`config.mk`:
```
export PLATFORM = sky130hd
export DESIGN_NAME = opcode_field_decoder
export DESIGN_NICKNAME = d
export VERILOG_FILES = /design/src/shared/opdec_pkg.sv /design/src/shared/opdec_if.sv /design/src/verilog/opcode_field_decoder.sv /design/src/verilog/opcode_field_match.sv
export SDC_FILE = /design/constraint.sdc
export NUM_CORES = 1
export LEC_CHECK = 0
export BUFFER_PORTS_ARGS = -buffer_cell sky130_fd_sc_hd__buf_2
export CORE_MARGIN = 2
export CORE_UTILIZATION = 48
export DETAILED_ROUTE_END_ITERATION = 10
export PLACE_DENSITY = 0.76
export SLEW_MARGIN = 20
export SYNTH_ARGS = -nofsm -noshare
export SYNTH_HDL_FRONTEND = slang
export SYNTH_HIERARCHICAL = 1
export SYNTH_SLANG_ARGS = --single-unit
```
`constraint.sdc`:
```
create_clock -name ref_clk_i -period 1.6 [get_ports ref_clk_i]
set_input_delay 0.48 -clock ref_clk_i [delete_from_list [all_inputs] [get_ports ref_clk_i]]
set_output_delay 0.48 -clock ref_clk_i [all_outputs]
set_load 0.02 [all_outputs]
```
`src/shared/opdec_pkg.sv`:
```
/*
  Constants and types for the 0100/0110 opcode field decoder.
  Assumes opcode words arrive one per valid cycle from the fetch pipeline.
*/
// Contract
// - For a control register move, bit 0 of the opcode is the direction bit, 0 control-to-general, 1 general-to-control.
// - The control register of a move is chosen by the 12-bit extension code 000,001,002,800..804.
// - The quick add/subtract data field gives 1 to 7 directly and 8 for pattern 000.
// - The quick add/subtract size field is 00 byte, 01 word, 10 long.
// - Conditional set is 0101, condition, bits 7:6 set, then an effective address.
// - Conditional trap opmode 010 takes one extension word, 011 two, 100 none.
// - Conditional branch low byte 00 means a 16-bit word follows, FF a 32-bit one.
package opdec_pkg;
  // ==========================================================
  // Fixed opcode patterns
  localparam logic [15:0] OP_HALT         = 16'h4e72;
  localparam logic [15:0] OP_EXC_RETURN   = 16'h4e73;
  localparam logic [15:0] OP_SUB_RETURN   = 16'h4e75;
  localparam logic [15:0] OP_OVF_TRAP     = 16'h4e76;
  localparam logic [15:0] OP_RET_RESTORE  = 16'h4e77;
  localparam logic [14:0] OP_CRMOVE_HI    = 15'h273d;
  localparam logic [9:0]  OP_SUBJUMP_HI   = 10'h13a;
  localparam logic [9:0]  OP_JUMP_HI      = 10'h13b;
  localparam logic [3:0]  OP_GRP_QUICK    = 4'h5;
  localparam logic [3:0]  OP_GRP_BRANCH   = 4'h6;
  localparam logic [1:0]  OP_SET_BITS     = 2'h3;
  localparam logic [2:0]  OP_LOOP_MODE    = 3'h1;
  localparam logic [2:0]  OP_TRAP_MODE    = 3'h7;
  // ==========================================================
  // Field values
  localparam logic [2:0]  TRAP_OPM_WORD   = 3'h2;
  localparam logic [2:0]  TRAP_OPM_LONG   = 3'h3;
  localparam logic [2:0]  TRAP_OPM_NONE   = 3'h4;
  localparam logic [7:0]  DISP_WORD_CODE  = 8'h00;
  localparam logic [7:0]  DISP_LONG_CODE  = 8'hff;
  localparam logic [2:0]  QUICK_EIGHT_PAT = 3'h0;
  localparam logic [3:0]  QUICK_EIGHT_VAL = 4'h8;
  localparam logic [11:0] CR_SFC_CODE     = 12'h000;
  localparam logic [11:0] CR_DFC_CODE     = 12'h001;
  localparam logic [11:0] CR_CACHE_CODE   = 12'h002;
  localparam logic [11:0] CR_USP_CODE     = 12'h800;
  localparam logic [11:0] CR_VBR_CODE     = 12'h801;
  localparam logic [11:0] CR_CACHE_ADDRESS_CODE    = 12'h802;
  localparam logic [11:0] CR_MSP_CODE     = 12'h803;
  localparam logic [11:0] CR_ISP_CODE     = 12'h804;

  typedef enum logic [1:0] {
    SIZE_BYTE = 2'h0,
    SIZE_WORD = 2'h1,
    SIZE_LONG = 2'h2,
    SIZE_BAD  = 2'h3
  } op_size_t;

  typedef enum logic [8:0] {
    CR_NONE      = 9'h000,
    CR_SRC_FC    = 9'h001,
    CR_DST_FC    = 9'h002,
    CR_CACHE     = 9'h004,
    CR_USER_SP   = 9'h008,
    CR_VEC_BASE  = 9'h010,
    CR_CACHE_ADR = 9'h020,
    CR_MASTER_SP = 9'h040,
    CR_INT_SP    = 9'h080,
    CR_ILLEGAL   = 9'h100
  } ctl_reg_t;

  typedef enum logic [3:0] {
    ST_OPCODE = 4'h1,
    ST_EXT1   = 4'h2,
    ST_EXT2   = 4'h4,
    ST_CREXT  = 4'h8
  } dec_state_t;
endpackage

```
`src/shared/opdec_if.sv`:
```
/*
  Carries one decoded opcode word between the field matcher and the sequencer.
  Assumes a single clock domain.
*/
`timescale 1ns/1ps
interface opdec_if;
  logic       halt;
  logic       exc_return;
  logic       sub_return;
  logic       overflow_trap;
  logic       return_restore_flags;
  logic       control_register_move;
  logic       subroutine_jump;
  logic       unconditional_jump;
  logic       quick_add;
  logic       quick_subtract;
  logic       cond_set;
  logic       decrement_branch_loop;
  logic       conditional_trap;
  logic       cond_branch;
  logic [1:0] ext_words;
  logic       bad_field;
  modport match (output halt, exc_return, sub_return, overflow_trap, return_restore_flags,
                 control_register_move, subroutine_jump, unconditional_jump, quick_add,
                 quick_subtract, cond_set, decrement_branch_loop, conditional_trap,
                 cond_branch, ext_words, bad_field);
  modport seq   (input halt, exc_return, sub_return, overflow_trap, return_restore_flags,
                 control_register_move, subroutine_jump, unconditional_jump, quick_add,
                 quick_subtract, cond_set, decrement_branch_loop, conditional_trap,
                 cond_branch, ext_words, bad_field);
endinterface

```
`src/verilog/opcode_field_decoder.sv`:
```
/*
  Decoder for opcode groups 0100 (system, moves, jumps), 0101 and 0110.
  Assumes the fetch pipeline presents opcode and extension words in order,
  one per cycle with word_valid_i high.
*/
`timescale 1ns/1ps
module opcode_field_decoder (
  input  wire logic                 ref_clk_i,    // Clock, 125 MHz
  input  wire logic                 resetn_i,     // Async reset, active low
  input  wire logic                 word_valid_i, // Fetch word valid
  input  wire logic [15:0]          word_i,       // Fetch word
  output logic                      word_ready_o, // Decoder takes words
  output logic                      op_valid_o,   // Decoded opcode pulse
  output logic [15:0]               op_word_o,    // Opcode word
  output logic                      halt_o,       // Halt with immediate
  output logic                      exc_return_o, // Exception return
  output logic                      sub_return_o, // Subroutine return
  output logic                      overflow_trap_o, // Overflow trap
  output logic                      return_restore_flags_o, // Return, restore flags
  output logic                      control_register_move_o, // Control reg move
  output logic                      subroutine_jump_o, // Subroutine jump
  output logic                      unconditional_jump_o, // Jump
  output logic                      quick_add_o,  // Quick add
  output logic                      quick_subtract_o, // Quick subtract
  output logic                      cond_set_o,   // Conditional set
  output logic                      decrement_branch_loop_o, // Decrement and branch
  output logic                      conditional_trap_o, // Conditional trap
  output logic                      cond_branch_o, // Conditional branch
  output logic                      illegal_o,    // Unknown or bad field
  output logic [3:0]                condition_o,  // Condition field
  output logic [3:0]                quick_data_o, // Quick immediate 1..8
  output opdec_pkg::op_size_t       quick_size_o, // Quick operand size
  output logic [5:0]                ea_o,         // Mode and register field
  output logic                      direction_bit_o, // 1: general to control
  output opdec_pkg::ctl_reg_t       ctl_reg_o,    // Selected control register
  output logic [3:0]                gen_reg_o,    // General register, A/D first
  output logic [1:0]                ext_words_o,  // Extension words needed, control move word not counted
  output logic                      ext_valid_o,  // Extension data pulse
  output logic [31:0]               ext_data_o    // Extension word or long
);
  opdec_if dec ();

  opcode_field_match u_match (
    .word_i (word_i),
    .dec    (dec)
  );

  opdec_pkg::dec_state_t state_q, state_d;
  logic [31:0] ext_q;
  logic        hold_long_q;

  // ==========================================================
  // Word acceptance and decode strobes
  wire take       = word_valid_i;
  wire in_opcode  = (state_q == opdec_pkg::ST_OPCODE);
  wire op_take    = take && in_opcode;
  wire any_known  = dec.halt || dec.exc_return || dec.sub_return || dec.overflow_trap
                    || dec.return_restore_flags || dec.control_register_move
                    || dec.subroutine_jump || dec.unconditional_jump || dec.quick_add
                    || dec.quick_subtract || dec.cond_set || dec.decrement_branch_loop
                    || dec.conditional_trap || dec.cond_branch;
  wire [4:0] q_pat = {2'h0, word_i[11:9]};
  wire [3:0] q_val = (word_i[11:9] == opdec_pkg::QUICK_EIGHT_PAT)
                     ? opdec_pkg::QUICK_EIGHT_VAL : q_pat[3:0];
  assign word_ready_o = 1'b1;

  // ==========================================================
  // Control register selection from the extension word
  wire [11:0] cr_code = word_i[11:0];
  opdec_pkg::ctl_reg_t cr_sel;
  always_comb begin
    unique case (cr_code)
      opdec_pkg::CR_SFC_CODE:   cr_sel = opdec_pkg::CR_SRC_FC;
      opdec_pkg::CR_DFC_CODE:   cr_sel = opdec_pkg::CR_DST_FC;
      opdec_pkg::CR_CACHE_CODE: cr_sel = opdec_pkg::CR_CACHE;
      opdec_pkg::CR_USP_CODE:   cr_sel = opdec_pkg::CR_USER_SP;
      opdec_pkg::CR_VBR_CODE:   cr_sel = opdec_pkg::CR_VEC_BASE;
      opdec_pkg::CR_CACHE_ADDRESS_CODE:  cr_sel = opdec_pkg::CR_CACHE_ADR;
      opdec_pkg::CR_MSP_CODE:   cr_sel = opdec_pkg::CR_MASTER_SP;
      opdec_pkg::CR_ISP_CODE:   cr_sel = opdec_pkg::CR_INT_SP;
      default:                  cr_sel = opdec_pkg::CR_ILLEGAL;
    endcase
  end

  // ==========================================================
  // Sequencer next state
  always_comb begin
    state_d = state_q;
    unique case (state_q)
      opdec_pkg::ST_OPCODE: begin
        if (take && dec.control_register_move) begin
          state_d = opdec_pkg::ST_CREXT;
        end else if (take && dec.ext_words != 2'h0) begin
          state_d = opdec_pkg::ST_EXT1;
        end
      end
      opdec_pkg::ST_EXT1: begin
        if (take) begin
          state_d = hold_long_q ? opdec_pkg::ST_EXT2 : opdec_pkg::ST_OPCODE;
        end
      end
      opdec_pkg::ST_EXT2: begin
        if (take) begin
          state_d = opdec_pkg::ST_OPCODE;
        end
      end
      opdec_pkg::ST_CREXT: begin
        if (take) begin
          state_d = opdec_pkg::ST_OPCODE;
        end
      end
      default: state_d = opdec_pkg::ST_OPCODE;
    endcase
  end

  // Sequencer state register
  always_ff @(posedge ref_clk_i or negedge resetn_i) begin
    if (!resetn_i) begin
      state_q     <= opdec_pkg::ST_OPCODE;
      hold_long_q <= 1'b0;
    end else begin
      state_q <= state_d;
      if (op_take) begin
        hold_long_q <= (dec.ext_words == 2'h2);
      end
    end
  end

  // ==========================================================
  // Opcode decode outputs, registered on the opcode word; illegal_o also set on a bad control register code
  always_ff @(posedge ref_clk_i or negedge resetn_i) begin
    if (!resetn_i) begin
      op_valid_o              <= 1'b0;
      op_word_o               <= 16'h0000;
      halt_o                  <= 1'b0;
      exc_return_o            <= 1'b0;
      sub_return_o            <= 1'b0;
      overflow_trap_o         <= 1'b0;
      return_restore_flags_o  <= 1'b0;
      control_register_move_o <= 1'b0;
      subroutine_jump_o       <= 1'b0;
      unconditional_jump_o    <= 1'b0;
      quick_add_o             <= 1'b0;
      quick_subtract_o        <= 1'b0;
      cond_set_o              <= 1'b0;
      decrement_branch_loop_o <= 1'b0;
      conditional_trap_o      <= 1'b0;
      cond_branch_o           <= 1'b0;
      illegal_o               <= 1'b0;
      condition_o             <= 4'h0;
      quick_data_o            <= 4'h0;
      quick_size_o            <= opdec_pkg::SIZE_BYTE;
      ea_o                    <= 6'h00;
      direction_bit_o         <= 1'b0;
      ext_words_o             <= 2'h0;
    end else begin
      op_valid_o <= op_take;
      if (op_take) begin
        op_word_o               <= word_i;
        halt_o                  <= dec.halt;
        exc_return_o            <= dec.exc_return;
        sub_return_o            <= dec.sub_return;
        overflow_trap_o         <= dec.overflow_trap;
        return_restore_flags_o  <= dec.return_restore_flags;
        control_register_move_o <= dec.control_register_move;
        subroutine_jump_o       <= dec.subroutine_jump;
        unconditional_jump_o    <= dec.unconditional_jump;
        quick_add_o             <= dec.quick_add;
        quick_subtract_o        <= dec.quick_subtract;
        cond_set_o              <= dec.cond_set;
        decrement_branch_loop_o <= dec.decrement_branch_loop;
        conditional_trap_o      <= dec.conditional_trap;
        cond_branch_o           <= dec.cond_branch;
        illegal_o               <= !any_known || dec.bad_field;
        condition_o             <= word_i[11:8];
        quick_data_o            <= q_val;
        quick_size_o            <= opdec_pkg::op_size_t'(word_i[7:6]);
        ea_o                    <= word_i[5:0];
        direction_bit_o         <= word_i[0];
        ext_words_o             <= dec.ext_words;
      end else if (take && state_q == opdec_pkg::ST_CREXT && cr_sel == opdec_pkg::CR_ILLEGAL) begin
        illegal_o               <= 1'b1;
      end
    end
  end

  // ==========================================================
  // Extension words: control selector, word or long data
  always_ff @(posedge ref_clk_i or negedge resetn_i) begin
    if (!resetn_i) begin
      ext_q       <= 32'h0000_0000;
      ext_valid_o <= 1'b0;
      ext_data_o  <= 32'h0000_0000;
      ctl_reg_o   <= opdec_pkg::CR_NONE;
      gen_reg_o   <= 4'h0;
    end else begin
      ext_valid_o <= 1'b0;
      if (take && state_q == opdec_pkg::ST_CREXT) begin
        ctl_reg_o   <= cr_sel;
        gen_reg_o   <= word_i[15:12];
        ext_data_o  <= {16'h0000, word_i};
        ext_valid_o <= 1'b1;
      end else if (take && state_q == opdec_pkg::ST_EXT1) begin
        ext_q[31:16] <= word_i;
        if (!hold_long_q) begin
          ext_data_o  <= {{16{word_i[15]}}, word_i};
          ext_valid_o <= 1'b1;
        end
      end else if (take && state_q == opdec_pkg::ST_EXT2) begin
        ext_data_o  <= {ext_q[31:16], word_i};
        ext_valid_o <= 1'b1;
      end
    end
  end
endmodule

```
`src/verilog/opcode_field_match.sv`:
```
/*
  Combinational pattern matcher for one opcode word.
  Assumes the word is stable while word_valid_i is high in the caller.
*/
`timescale 1ns/1ps
module opcode_field_match (
  input  wire logic [15:0] word_i,  // Opcode word
  opdec_if.match           dec      // Match flags
);
  // ==========================================================
  // Fixed patterns matched within the opcode word
  assign dec.halt                  = (word_i == opdec_pkg::OP_HALT);
  assign dec.exc_return            = (word_i == opdec_pkg::OP_EXC_RETURN);
  assign dec.sub_return            = (word_i == opdec_pkg::OP_SUB_RETURN);
  assign dec.overflow_trap         = (word_i == opdec_pkg::OP_OVF_TRAP);
  assign dec.return_restore_flags  = (word_i == opdec_pkg::OP_RET_RESTORE);
  assign dec.control_register_move = (word_i[15:1] == opdec_pkg::OP_CRMOVE_HI);
  assign dec.subroutine_jump       = (word_i[15:6] == opdec_pkg::OP_SUBJUMP_HI);
  assign dec.unconditional_jump    = (word_i[15:6] == opdec_pkg::OP_JUMP_HI);

  // ==========================================================
  // Group 0101 split: set, loop, trap, quick arithmetic; group 0110 branch
  wire quick_grp = (word_i[15:12] == opdec_pkg::OP_GRP_QUICK);
  wire set_bits  = (word_i[7:6] == opdec_pkg::OP_SET_BITS);
  wire loop_mode = (word_i[5:3] == opdec_pkg::OP_LOOP_MODE);
  wire trap_mode = (word_i[5:3] == opdec_pkg::OP_TRAP_MODE);
  assign dec.decrement_branch_loop = quick_grp && set_bits && loop_mode;
  assign dec.conditional_trap      = quick_grp && set_bits && trap_mode;
  assign dec.cond_set              = quick_grp && set_bits && !loop_mode && !trap_mode;
  assign dec.quick_add             = quick_grp && !set_bits && !word_i[8];
  assign dec.quick_subtract        = quick_grp && !set_bits && word_i[8];
  assign dec.cond_branch           = (word_i[15:12] == opdec_pkg::OP_GRP_BRANCH);

  // ==========================================================
  // Extension word count
  wire [2:0] opm       = word_i[2:0];
  wire [7:0] disp8     = word_i[7:0];
  wire       trap_w    = (opm == opdec_pkg::TRAP_OPM_WORD);
  wire       trap_l    = (opm == opdec_pkg::TRAP_OPM_LONG);
  wire       trap_n    = (opm == opdec_pkg::TRAP_OPM_NONE);
  wire       br_word   = (disp8 == opdec_pkg::DISP_WORD_CODE);
  wire       br_long   = (disp8 == opdec_pkg::DISP_LONG_CODE);
  wire       one_ext   = dec.halt || dec.decrement_branch_loop
                         || (dec.conditional_trap && trap_w)
                         || (dec.cond_branch && br_word);
  wire       two_ext   = (dec.conditional_trap && trap_l)
                         || (dec.cond_branch && br_long);
  assign dec.ext_words = two_ext ? 2'h2 : (one_ext ? 2'h1 : 2'h0);
  assign dec.bad_field = (dec.conditional_trap && !trap_w && !trap_l && !trap_n)
                         || ((dec.quick_add || dec.quick_subtract)
                             && (word_i[7:6] == 2'(opdec_pkg::SIZE_BAD)));
endmodule

```
Word level (Yosys, flattened, before mapping) --
Index checks and enable logic that the tools add are counted. Widths: inputs -> output; s select.
Word-level totals: bits of input ports 19, register bits 118, logic and storage cells 146
Cells by class: multiplexer cells 20, bitwise operators 1, equality and inequality tests 34, reductions and logical operators 61
Operators by type and width (count):
- $mux 32 | 4
- $eq 16x15->1 const B | 5
- $pmux 9 s8 | 1
- $eq 12x12->1 const B | 5
- $logic_and 1x1->1 | 23
- $eq 10x9->1 const B | 2
- $logic_or 1x1->1 | 20
- $mux 4 | 5
- $eq 15x14->1 const B | 1
- $eq 12x1->1 const B | 1
- $eq 12x2->1 const B | 1
- $eq 4x3->1 const B | 3
- $logic_not 12->1 | 1
- $pmux 4 s3 | 1
- $eq 9x9->1 const B | 1
- $eq 8x8->1 const B | 1
- $logic_not 1->1 | 8
- $logic_not 8->1 | 1
- $mux 1 | 7
- $eq 3x2->1 const B | 2
- $eq 3x3->1 const B | 2
- $eq 2x2->1 const B | 2
- $eq 4x1->1 const B | 1
- $eq 4x2->1 const B | 1
- 15 further kinds | 17

Longest topological paths before layout --
word-level depth 17, mapped depth 8

Cells and area by module --
The synthesis kept the hierarchy.
By module, submodules not included:
- opcode_field_decoder | times used 1, area each 4551.9 sq um, cells an instance 444, seq. area each 2628.8 sq um
- opcode_field_match | times used 1, area each 356.6 sq um, cells an instance 49, seq. area each 0.0 sq um

Worst setup path after synthesis --
Ideal clock, no wire load.
path type input -> register, from input word_i[3], to register state_q[2], data arrival time 1.898 ns, library setup time 0.065 ns, stages on the path 7, setup slack -0.363 ns, cell sequence clkbuf_1 nor4b_1 nand4_1 o211ai_1 or2_2 a221oi_1 a22o_2
On the way: word-level cells in the longest chain between the ends 11, elaborated cells on any way between the ends 25, classes of those cells eq/ne (6); mux (4); reduce/logical (15)
RTL lines:
- from (decl) | RTL line opcode_field_decoder.sv:11 | input wire logic [15:0] word_i,
- parallel branches: the longest is 6 deep, another holds $eq 16x15->1
- $mux 2 * | RTL line opcode_field_match.sv:48 | assign dec.ext_words = two_ext ? 2'h2 : (one_ext ? 2'h1 : 2'h0);
- net dec.ext_words[0] | RTL line opdec_if.sv:21 | logic [1:0] ext_words;
- $reduce_bool 2->1 * | RTL line opcode_field_decoder.sv:93 | end else if (take && dec.ext_words != 2'h0) begin
- $logic_and 1x1->1 * | RTL line opcode_field_decoder.sv:93
- $ne 3x1->1 (no line) *
- $reduce_and 3->1 (no line) *
- to (signal assigned) | RTL line opcode_field_decoder.sv:119 | state_q <= opdec_pkg::ST_OPCODE;
- to (signal assigned) | RTL line opcode_field_decoder.sv:122 | state_q <= state_d;
- to (decl) | RTL line opcode_field_decoder.sv:48 | opdec_pkg::dec_state_t state_q, state_d;
Mark *: on every way through the listed nets, which the timed path passes. A chain may end at the register's enable or synchronous reset.

Worst setup path after layout --
from input word_i[13], to register state_q[0]
On the way: elaborated cells on any way between the ends 24, classes of those cells eq/ne (5); mux (4); reduce/logical (15)
RTL lines:
- $eq 4x3->1 | RTL line opcode_field_match.sv:23 | wire quick_grp = (word_i[15:12] == opdec_pkg::OP_GRP_QUICK);
- $logic_and 1x1->1 (2 in series) | RTL line opcode_field_match.sv:28 | assign dec.conditional_trap = quick_grp && set_bits && trap_mode;
- $logic_and 1x1->1 | RTL line opcode_field_match.sv:46 | wire two_ext = (dec.conditional_trap && trap_l)
- $logic_or 1x1->1 * | RTL line opcode_field_match.sv:47 | || (dec.cond_branch && br_long);
- $mux 2 * | RTL line opcode_field_match.sv:48
- net dec.ext_words[1] | RTL line opdec_if.sv:21
- $reduce_bool 2->1 * | RTL line opcode_field_decoder.sv:93
- $logic_and 1x1->1 * | RTL line opcode_field_decoder.sv:93
- $ne 3x1->1 (no line) *
- $reduce_and 3->1 (no line) *
The timed path passes the listed nets; every way through them passes the cells marked *.

==> metrics.txt <==
outcome=finished, violations left; violated checks=setup timing; root buf cell=clkbuf_8; min-delay worst type=input pin to flip-flop; Tot Pwr=6.80 mW; FF-to-FF path depth=5; I/O pin total=117; pin count of the biggest net entering global routing=41; Clock transition at path regs=90 ps; Post-synth EDFFs=0; fmax=583 MHz; Post-Route Utilization=0.691; vias in the first global route=4197; Remaining DRCs=0; area delta synth->final=38.8%; CORE AREA=9860 um2; WL/cell=16.8 um; Post-Syn Area=4910 um2; RSZ-0062 raised after global routing=yes; HPWL Detailed=9.19 mm; Post-Syn Instances=493; cell count after placement=782; Final min period=1710 ps; Arr. time, crit path=1990 ps; initial antenna violation count=0; CP Launch Point=word_i[13]; Req. time, crit path=1870 ps; syn avg cell area=9.96 um2; wire length of the first global-routing pass=21.3 mm; Final ANT Viol Nets=0; Post-synth ARST share=1.00; ys flop type=dfrtp_1; Synth warnings=6; CTS tree=done; grt ovf=0; reg-to-reg setup timing slack=-50 ps; Slew Limit Fails=0; Initial Util=0.498; Vias/cell=5.23; worst slack, placed=-495 ps; Routed Wire Length=13.8 mm; Clock Skews=9.15 ps; R2R Path End=state_q[0]$_DFFE_PN1P_; via count=4269; Setup CP Type=input pin to flip-flop; Crit Reg-Reg Startpoint=state_q[2]$_DFFE_PN0P_; Worst Setup EP=state_q[0]$_DFFE_PN1P_; FF+latch count, synth=105; critical path launch point type=input pin; crit path max fanout=4; Worst VDD drop=0.694 mV; nets=698; IO Port Bufs=115; critical path capture point type=flip-flop; Die W=105 um; sequential area share after synthesis=0.536; Clock Latency Late Sink=370 ps; PnR worst setup slack=-115 ps; Die Ht=105 um; fraction of layout cells with a size suffix above 1=0.490; Longest Clk Path Bufs=2; ANT cells=0; pwr dens=998 nW/um2; leakage=3.64 nW; die area=11100 um2; Final period util=1.07; GRT Total Usage=0.243; # rows=36; TritonRoute pass-1 iters=4; Layout Cells excl Fill=817; Sink Count=105; Initial DRC Count=303; max-cap violation count=0; TritonCTS Buffers=9; gp weighted congestion=0.897; post-synth cell types=61; final-report setup violation count=7; H-tree Lvls=3; Hold Vio Cnt, Final=0; Synth Net Count=512; number of fillers in the final layout=686
[flip-flops by register name (all words and copies together) (netlist names), 2 cells and up]
signal        flops
op_word_o        16
ext_data_o       32
ext_q            16
ext_words_o       2
quick_data_o      4
gen_reg_o         4
state_q           4
ctl_reg_o         9
[cell usage in the layout, fill, tap and decap left out, drive strengths merged, types with 3 or more instances in the layout]
cell	count
or3	3
nand2	182
nor4	8
dfrtp	104
nand3b	4
o21ai	16
a21oi	19
o41ai	5
clkbuf	13
mux2	14
nand4	3
buf	213
nor4b	3
and4bb	4
nor2	25
nand3	19
inv	8
nor2b	4
[cells by family after synthesis]
logic type / count (synthesis) / share of synthesized area
AND/OR/NAND/NOR: 271 / 0.272
flip-flops: 105 / 0.536
AO/OA/AOI/OAI: 54 / 0.0915
buffers and inverters: 48 / 0.0678
multiplexers: 14 / 0.0321
other: 1 / 0.000764
[through the flow]
step,TNS (ps),cell area (um2),hold WS (ps)
floorplan,-864,4920,184
global placement,-8260,6070,414
detailed placement,-11040,6070,408
CTS,-46.7,6470,398
global route,-1300,6810,417
finish,-363,6810,397
[power breakdown]
group          total [mW]  internal (mW)  switching, mW
combinational        1.86          0.686           1.17
clock                1.82          0.929          0.894
sequential           3.12           2.93          0.188
total                6.80           4.54           2.26
[timing repair]
item                                   CTS  global route
buffers inserted                         6            11
endpoints found under the hold margin    8             0
cloned                                   0             1
hold buffers                             1             0
pin swaps                                8            26
gates resized for setup                 24            67
setup endpoints to repair               51            62
[cell usage after synthesis (4+ instances only)]
| cell type | n | share of area |
|---|---|---|
| nor2b_1 | 4 | 0.0051 |
| clkbuf_1 | 5 | 0.0038 |
| nor4_1 | 6 | 0.0076 |
| nand3_1 | 18 | 0.018 |
| buf_2 | 10 | 0.010 |
| nor2_2 | 15 | 0.019 |
| dfrtp_1 | 104 | 0.53 |
| a21oi_2 | 10 | 0.018 |
| inv_1 | 6 | 0.0046 |
| nor2_1 | 10 | 0.0076 |
| buf_4 | 17 | 0.026 |
| a21oi_1 | 8 | 0.0082 |
| buf_6 | 7 | 0.016 |
| nand2_1 | 180 | 0.14 |
| o21ai_0 | 16 | 0.016 |
| mux2_2 | 14 | 0.032 |
[routing by layer]
layer  GRT usage  vias to the layer above  wire length [um]
met5           0                        -                 0
met4      0.0867                        0               295
met3      0.0399                       24               656
met2       0.392                      143              6740
met1       0.333                     2112              6060
li1            -                     1990                 -
[how the worst min path moves through the flow]
stage / from / endpoint / slack, ps / cells past startpoint
floorplan: resetn_i / cond_branch_o$_DFFE_PN0P_ / 180 / 0
global placement: resetn_i / ext_data_o[27]$_DFFE_PN0P_ / 410 / 1
detailed placement: resetn_i / ext_data_o[17]$_DFFE_PN0P_ / 410 / 1
CTS: word_i[4] / op_word_o[4]$_DFFE_PN0P_ / 400 / 3
global route: word_i[4] / op_word_o[4]$_DFFE_PN0P_ / 420 / 3
finish: word_i[4] / op_word_o[4]$_DFFE_PN0P_ / 400 / 3
[area by class of cell]
class,count,area (um2),area share
flip-flops and latches,105,2630,0.386
repair buffers,215,1540,0.226
inverters,8,37.5,0.00551
well taps,133,166,0.0244
multi-input cells,340,2220,0.326
clock buffers,12,145,0.0213
clock inverters,4,76.3,0.0112
[worst max-delay path, stage by stage]
cell and delay [ps]:
buf_8 100, and4bb_4 390, nand2_4 60, a2111oi_4 380, or2_4 210, a221oi_4 80, o31ai_2 280
Power figures use the tool's default switching activity.
